<file path="config.mk">
export PLATFORM = sky130hd
export DESIGN_NAME = pgate_top
export DESIGN_NICKNAME = d
export VERILOG_FILES = /design/src/rtl/pgate_pkg.sv /design/src/rtl/pgate_cell.sv /design/src/rtl/pgate_top.sv
export SDC_FILE = /design/constraint.sdc
export NUM_CORES = 1
export LEC_CHECK = 0
export BUFFER_PORTS_ARGS = -buffer_cell sky130_fd_sc_hd__buf_2
export CAP_MARGIN = 10
export CORE_AREA = 4 4 96 98
export DETAILED_ROUTE_END_ITERATION = 10
export DIE_AREA = 0 0 100 102
export PLACE_DENSITY_LB_ADDON = 0.08
export SLEW_MARGIN = 20
export SYNTH_ARGS = -nofsm -noshare
export SYNTH_HDL_FRONTEND = slang
export SYNTH_SLANG_ARGS = --single-unit
</file>
<file path="constraint.sdc">
create_clock -name clk_in -period 3.4 [get_ports clk_in]
set_input_delay 0 -clock clk_in [delete_from_list [all_inputs] [get_ports clk_in]]
set_output_delay 0 -clock clk_in [all_outputs]
set_load 0.005 [all_outputs]
</file>
<file path="src/rtl/pgate_pkg.sv">
// Package for the peripheral clock gating block: offsets, masks, field positions.
// Assumes a single 100 MHz instruction clock and a plain register port.
package pgate_pkg;

  // Register offsets
  localparam logic [15:0] PGATE_SET_A_OFS = 16'h0770;  // Gate set A
  localparam logic [15:0] PGATE_SET_B_OFS = 16'h0772;  // Gate set B

  // Values after reset
  localparam logic [15:0] PGATE_RESET_VAL = 16'h0000;  // All peripherals enabled

  // Writable bits of set A (bit 8 never exists; bit 2 depends on variant)
  localparam logic [15:0] PGATE_SET_A_MASK = 16'hfeff;  // All but bit 8
  localparam logic [15:0] PGATE_SET_B_MASK = 16'hffff;  // All bits
  localparam int          PGATE_CAN2_BIT   = 2;         // Second CAN gate position

  // Delay from a bit change to the gate moving, in instruction cycles
  localparam int PGATE_GATE_DELAY = 1;                  // One instruction cycle

  // Register port request
  typedef struct packed {
    logic [15:0] addr;   // Byte address
    logic [15:0] wdata;  // Write data
    logic        wr;     // Write strobe
    logic        rd;     // Read strobe
  } pgate_req_t;

endpackage : pgate_pkg

</file>
<file path="src/rtl/pgate_cell.sv">
// One clock gate cell for a single peripheral instance.
// Assumes a latch-free flop-based enable; the gated clock is built downstream.
`timescale 1ns/1ps
`default_nettype none

module pgate_cell (
  input  wire logic clk_in,     // Instruction clock
  input  wire logic rst_in,     // Synchronous reset, active high
  input  wire logic gate_in,    // Disable bit from the register
  input  wire logic present_in, // Instance exists in this variant
  output logic      run_out     // Clock enable to the instance
);

  // Enable follows the bit one cycle later
  always_ff @(posedge clk_in) begin
    if (rst_in) begin
      run_out <= 1'b0;
    end else begin
      run_out <= present_in & ~gate_in;
    end
  end

endmodule : pgate_cell

`default_nettype wire

</file>
<file path="src/rtl/pgate_top.sv">
// Peripheral clock gating: two disable registers and one gate per instance.
// Assumes register port strobes from the same clock; read data one cycle later.
// Function
// - Set bit stops all clocks to peripheral
// - Disabled peripheral ignores register writes
// - Runs only if bit clear and present
// - Both registers read zero after reset
// - Gate off one cycle after set
// - Clocks restored one cycle after clear
// - Unimplemented bits ignore writes, read zero
//
// The address-and-strobe port was decided locally.
`timescale 1ns/1ps
`default_nettype none

module pgate_top #(
  parameter bit HAS_CAN2 = 1'b1  // Variant carries the second CAN
) (
  input  wire logic                clk_in,         // Instruction clock
  input  wire logic                rst_in,         // Synchronous reset
  input  wire pgate_pkg::pgate_req_t req_in,       // Register port request
  output logic [15:0]              rdata_out,      // Read data, cycle after strobe
  output logic [31:0]              run_out,        // Per-instance clock enables
  output logic [31:0]              access_ok_out   // Per-instance register access allowed
);
  import pgate_pkg::*;

  // Bit map of set A, one instance per bit (high = instance stopped)
  //   bit 15 timer 5, bit 14 timer 4, bit 13 timer 3, bit 12 timer 2
  //   bit 11 timer 1, bit 10 quadrature encoder, bit 9 motor PWM
  //   bit 8  absent: never stored, reads zero, never runs
  //   bit 7  I2C, bit 6 UART 2, bit 5 UART 1, bit 4 SPI 2, bit 3 SPI 1
  //   bit 2  second CAN, only on the variant that carries it
  //   bit 1  first CAN, bit 0 ADC
  // Bit map of set B
  //   bits 15..8 input captures 8..1
  //   bits 7..0  output compares 8..1
  // Enable outputs: bit i of run_out is set A bit i for i below 16,
  // and set B bit i-16 above; high means the instance is clocked.

  // Elaboration check: the gate cells give exactly one cycle of delay,
  // so any other figure in the package cannot be served
  if (PGATE_GATE_DELAY != 1) begin : g_bad_delay
    $error("Gate delay must be one cycle");
  end

  // Elaboration check: the second CAN bit must sit inside set A
  if (PGATE_CAN2_BIT < 0 || PGATE_CAN2_BIT > 15) begin : g_bad_can2
    $error("Second CAN bit outside set A");
  end

  // Address match against one register offset, used by both decodes
  function automatic logic pgate_hit(input logic [15:0] addr,
                                     input logic [15:0] ofs);
    return (addr == ofs);
  endfunction : pgate_hit

  // Effective writable mask of set A for this variant
  wire logic [15:0] mask_a = HAS_CAN2 ? PGATE_SET_A_MASK
                           : (PGATE_SET_A_MASK & ~(16'h0001 << PGATE_CAN2_BIT));
  wire logic [15:0] mask_b = PGATE_SET_B_MASK;

  logic [15:0] set_a;  // Gate set A
  logic [15:0] set_b;  // Gate set B

  // Address decode
  wire logic hit_a = pgate_hit(req_in.addr, PGATE_SET_A_OFS);  // Set A selected
  wire logic hit_b = pgate_hit(req_in.addr, PGATE_SET_B_OFS);  // Set B selected
  wire logic [15:0] next_set_a = (req_in.wr && hit_a) ? (req_in.wdata & mask_a) : set_a;
  wire logic [15:0] next_set_b = (req_in.wr && hit_b) ? (req_in.wdata & mask_b) : set_b;
  wire logic [15:0] rd_sel = hit_a ? set_a : (hit_b ? set_b : 16'h0000);

  // Register store
  always_ff @(posedge clk_in) begin
    if (rst_in) begin
      set_a <= PGATE_RESET_VAL;
      set_b <= PGATE_RESET_VAL;
    end else begin
      set_a <= next_set_a;
      set_b <= next_set_b;
    end
  end

  // Read data register, zero when no read
  always_ff @(posedge clk_in) begin
    if (rst_in) begin
      rdata_out <= 16'h0000;
    end else begin
      rdata_out <= req_in.rd ? rd_sel : 16'h0000;
    end
  end

  // One gate per instance
  wire logic [31:0] all_bits = {set_b, set_a};
  wire logic [31:0] present  = {mask_b, mask_a};

  genvar g;
  generate
    for (g = 0; g < 32; g++) begin : gen_gate
      pgate_cell u_cell (
        .clk_in     (clk_in),
        .rst_in     (rst_in),
        .gate_in    (all_bits[g]),
        .present_in (present[g]),
        .run_out    (run_out[g])
      );
    end
  endgenerate

  // Register access follows the clock enable
  always_ff @(posedge clk_in) begin
    if (rst_in) begin
      access_ok_out <= 32'h0000_0000;
    end else begin
      access_ok_out <= present & ~all_bits;
    end
  end
endmodule : pgate_top

`default_nettype wire

</file>
After elaboration in Yosys (flattened, before gate mapping)
Cells that the tools add are included.
{"block": "op_classes", "n_reduce_logical": 4, "bitwise_logic": 34, "muxes": 2, "n_eq_ne": 2}
{"operator": "inverter 1 bit", "count": 33}
{"operator": "== test 16 x 11 -> 1 bit (second input constant)", "count": 2}
{"operator": "two-way mux 16 bit", "count": 2}
{"operator": "inverter 32 bit", "count": 1}
{"operator": "OR reduction 4 bit", "count": 1}
{"operator": "logical AND 1 bit", "count": 2}
{"operator": "OR reduction 2 bit", "count": 1}
{"block": "totals", "in_bits": 36, "register_bits": 110, "word_cells": 79, "output_inout_bits": 80}

Longest topological paths before layout
{"block": "logic_depth", "ltp_word": 3, "ltp_mapped": 7, "mapped_depth_nobuf": 4}

By module
A second synthesis with hierarchy kept.
{"block": "hier_totals", "hier_cells": 319, "area_unflattened_um2": 3580.9}
{"mod": "pgate_top", "area_per_inst_um2": 2539.9, "cells_each": 255, "seq_area_each_um2": 1561.5, "n_inst": 1}
{"mod": "pgate_cell", "area_per_inst_um2": 32.5, "cells_each": 2, "seq_area_each_um2": 20.0, "n_inst": 32}

Least setup slack after synthesis
OpenSTA, ideal clock, no wires.
{"block": "synth_path", "path_kind": "input to register", "startpoint": "input port req_in[25] (netlist bit)", "endpoint": "register rdata_out[10]", "t_required_ps": 3283, "setup_ps": 117, "path_buffers": 3, "slack_ps": 2165, "t_arrival_ps": 1118, "path_stages": 7, "path_cell_list": "and4bb_2 and4_1 buf_2 and4b_1 buf_4 buf_6 a22o_1"}
{"block": "synth_between", "elab_chain_len": 3, "word_cells_on_any_way": 4, "classes_between": "eq/ne: 2; mux: 2"}
{"item": "from (decl)", "line": "pgate_top.sv:21", "source": "input wire pgate_pkg::pgate_req_t req_in,"}
{"item": "== test 16 x 11 -> 1 bit", "line": "pgate_top.sv:55", "source": "return (addr == ofs);"}
{"item": "two-way mux 16 bit", "line": "pgate_top.sv:71", "source": "wire logic [15:0] rd_sel = hit_a ? set_a : (hit_b ? set_b : 16'h0000);"}
{"item": "two-way mux 16 bit (*)", "line": "pgate_top.sv:71"}
{"item": "to (signal assigned)", "line": "pgate_top.sv:89", "source": "rdata_out <= req_in.rd ? rd_sel : 16'h0000;"}
{"item": "to (decl)", "line": "pgate_top.sv:22", "source": "output logic [15:0] rdata_out,"}
Every way passes the cells marked *; elsewhere a longest branch is shown, timed or not.
A chain may end at the register's enable or synchronous reset.

Worst setup path in the final report
{"block": "layout_path", "startpoint": "input port req_in[31] (netlist bit)", "endpoint": "register rdata_out[6]"}
Same word-level chain as after synthesis.

==> flow_metrics.env <==
export IMPL_status="complete, no violations"
export IMPL_nets=411
export IMPL_min_period_ps=1670
export IMPL_antenna_left=0
export IMPL_dieWidth_um=100
export IMPL_synth_seq_cells=78
export IMPL_leakage_nw=1.51
export IMPL_antennaDiodeCount=0
export IMPL_synthesis_area_um2=3020
export IMPL_die_h_um=102
export IMPL_clock_skew_ps=8.78
export IMPL_synth_avg_cell_area_um2=9.52
export IMPL_path_class="in2reg"
export IMPL_critPathLaunchType="primary input"
export IMPL_dp_hpwl_um=4270
export IMPL_finalSetupViolCount=0
export IMPL_peakVddDrop_mv=0.143
export IMPL_synth_warnings=0
export IMPL_die_area_um2=10200
export IMPL_synth_cells=317
export IMPL_worstMarginPinSlew_ps=967
export IMPL_clock_sinks=78
export IMPL_grt_pass1_wl_um=10300
export IMPL_port_buffers=113
export IMPL_vias_per_cell=4.60
export IMPL_yosysUniqueCellTypes=22
export IMPL_dr_pass1_iters=5
export IMPL_post_place_ws_ps=1370
export IMPL_critPathCaptureType="register"
export IMPL_rsz0062_at_grt="no"
export IMPL_cp_max_fo=32
export IMPL_setup_tns_ps=0
export IMPL_worstPathArrival_ps=1960
export IMPL_htree_num_levels=3
export IMPL_cts_root_buf="clkbuf_8"
export IMPL_wl_per_cell_um=14.0
export IMPL_rows=34
export IMPL_required_ps=3690
export IMPL_post_cts_buffers=0
export IMPL_drive_gt1_share_pct=35.3
export IMPL_relSlewSlack_pct=35.3
export IMPL_fin_ws_ps=1730
export IMPL_drv_cap=0
export IMPL_cts_clk_slew_worst_paths_ps=70
export IMPL_cts_buffers=9
export IMPL_grt_start_max_net_pins=63
export IMPL_cts_repair_resized=0
export IMPL_drt_iter0_drc=134
export IMPL_core_area_um2=8470
export IMPL_cts_hold_fix_buffers=16
export IMPL_antenna_found_initial=0
export IMPL_tritoncts="done"
export IMPL_ios=116
export IMPL_gr_usage_all_layers_pct=13.0
export IMPL_power_density_nw_per_um2=466
export IMPL_drc=0
export IMPL_drv_slew=0
export IMPL_grt_pass1_vias=2115
export IMPL_start_util_pct=35.6
export IMPL_hold_path_class="in2reg"
export IMPL_gp_congestion=0.732
export IMPL_ys_seq_area_share_pct=51.7
export IMPL_synthToLayoutAreaGrowth_pct=14.8
export IMPL_clk_latency_ps=350
export IMPL_overflow=0
export IMPL_num_vias=2233
export IMPL_clk_path_buf_depth=2
export IMPL_finalHoldViolations=0
export IMPL_fmax_mhz=598
export IMPL_wl_um=6810
export IMPL_post_route_util_pct=40.9
export IMPL_finalCritPeriodShare_pct=49.1
==> cell type report <==
cell class	count	area [um^2]
well taps	108	135
repair buffers	132	748
multi-input cells	154	876
fillers	885	5000
clock inverters	2	12.5
flip-flops and latches	78	1560
clock buffers	11	131
==> report_power, final <==
part / switching (mW) / leakage, nW / internal [mW]
registers: 0.00750 / 0.640 / 0.933
logic: 0.0626 / 0.803 / 0.0596
clock network: 0.301 / 0.0711 / 0.252
total: 0.371 / 1.51 / 1.24
==> Yosys cell counts <==
master / count / area, um^2
and4_1: 1 / 8.76
nand4_2: 1 / 12.5
buf_2: 4 / 20.0
and4b_1: 1 / 10.0
nand2_1: 1 / 3.75
a22o_1: 15 / 131
buf_1: 1 / 3.75
clkbuf_1: 14 / 52.6
nand2b_1: 1 / 6.26
o21ai_0: 31 / 155
nor2_1: 31 / 116
dfxtp_1: 78 / 1560
buf_4: 65 / 488
nor2b_1: 1 / 6.26
a21oi_1: 31 / 155
buf_6: 2 / 22.5
and4bb_2: 1 / 12.5
and2_1: 2 / 12.5
nor4b_4: 3 / 71.3
conb_1: 1 / 3.75
nand3_1: 31 / 155
and3b_1: 1 / 8.76
==> layer usage <==
metal	vias up	track usage (%)	routed length [um]
li1	1125	-	-
met1	1005	16.4	3040
met2	98	20.7	3080
met3	5	4.03	643
met4	0	5.28	46
met5	-	0	0
==> layout by cell type (no fill, tap or decap) <==
cell           instances
buf_4                  3
nor4b_4                3
nor2b_2                1
buf_2                113
dlygate4sd3_1         16
clkinvlp_4             1
dfxtp_1               78
and3b_1                1
nand2_1                1
nand3_1               31
nor2_1                31
and2_1                 2
conb_1                 2
and4_1                 1
nand4_2                1
and4b_1                1
clkbuf_1               2
and4bb_2               1
a21oi_1               31
nand2b_1               1
a22o_1                15
o21ai_0               31
clkbuf_8               9
clkinv_2               1
==> worst max-delay path: stages <==
cell and delay, ps:
buf_2 110, nor4b_4 300, and4_1 220, buf_4 320, and4b_1 790, a22o_1 220
==> through the flow <==
step / hold slack [ps] / instances / power, mW / cell area [um^2]
6_report: 185 / 485 / 1.62 / 3460
5_1_grt: 197 / 485 / 1.68 / 3460
4_1_cts: 174 / 485 / 1.64 / 3460
3_5_place_dp: 273 / 456 / 1.07 / 3160
3_3_place_gp: 270 / 456 / 1.07 / 3160
2_1_floorplan: 152 / 318 / 1.05 / 3020
==> state kept, by name, indices dropped and copies added, names as in the netlist <==
register,count
set_b,16
set_a,15
access_ok_out,31
rdata_out,16
==> path summary, 6_finish.rpt <==
kind,start,to,slack (ps),cells past startpoint
worst max register to register,set_a[0],set_a[0],2720,2
worst min-delay path,rst_in,rdata_out[14],180,3
worst min register to register,set_a[14],access_ok_out[14],430,1
worst max-delay path,req_in[31],rdata_out[6],1730,6
==> logic make-up after synthesis <==
kind of cell           synth area share [%]
AO/OA/AOI/OAI                          14.6
buffers and inverters                  19.4
flip-flops                             51.7
other                                 0.124
AND/OR/NAND/NOR                        14.1
No activity file was read; power rests on OpenSTA's default activity.
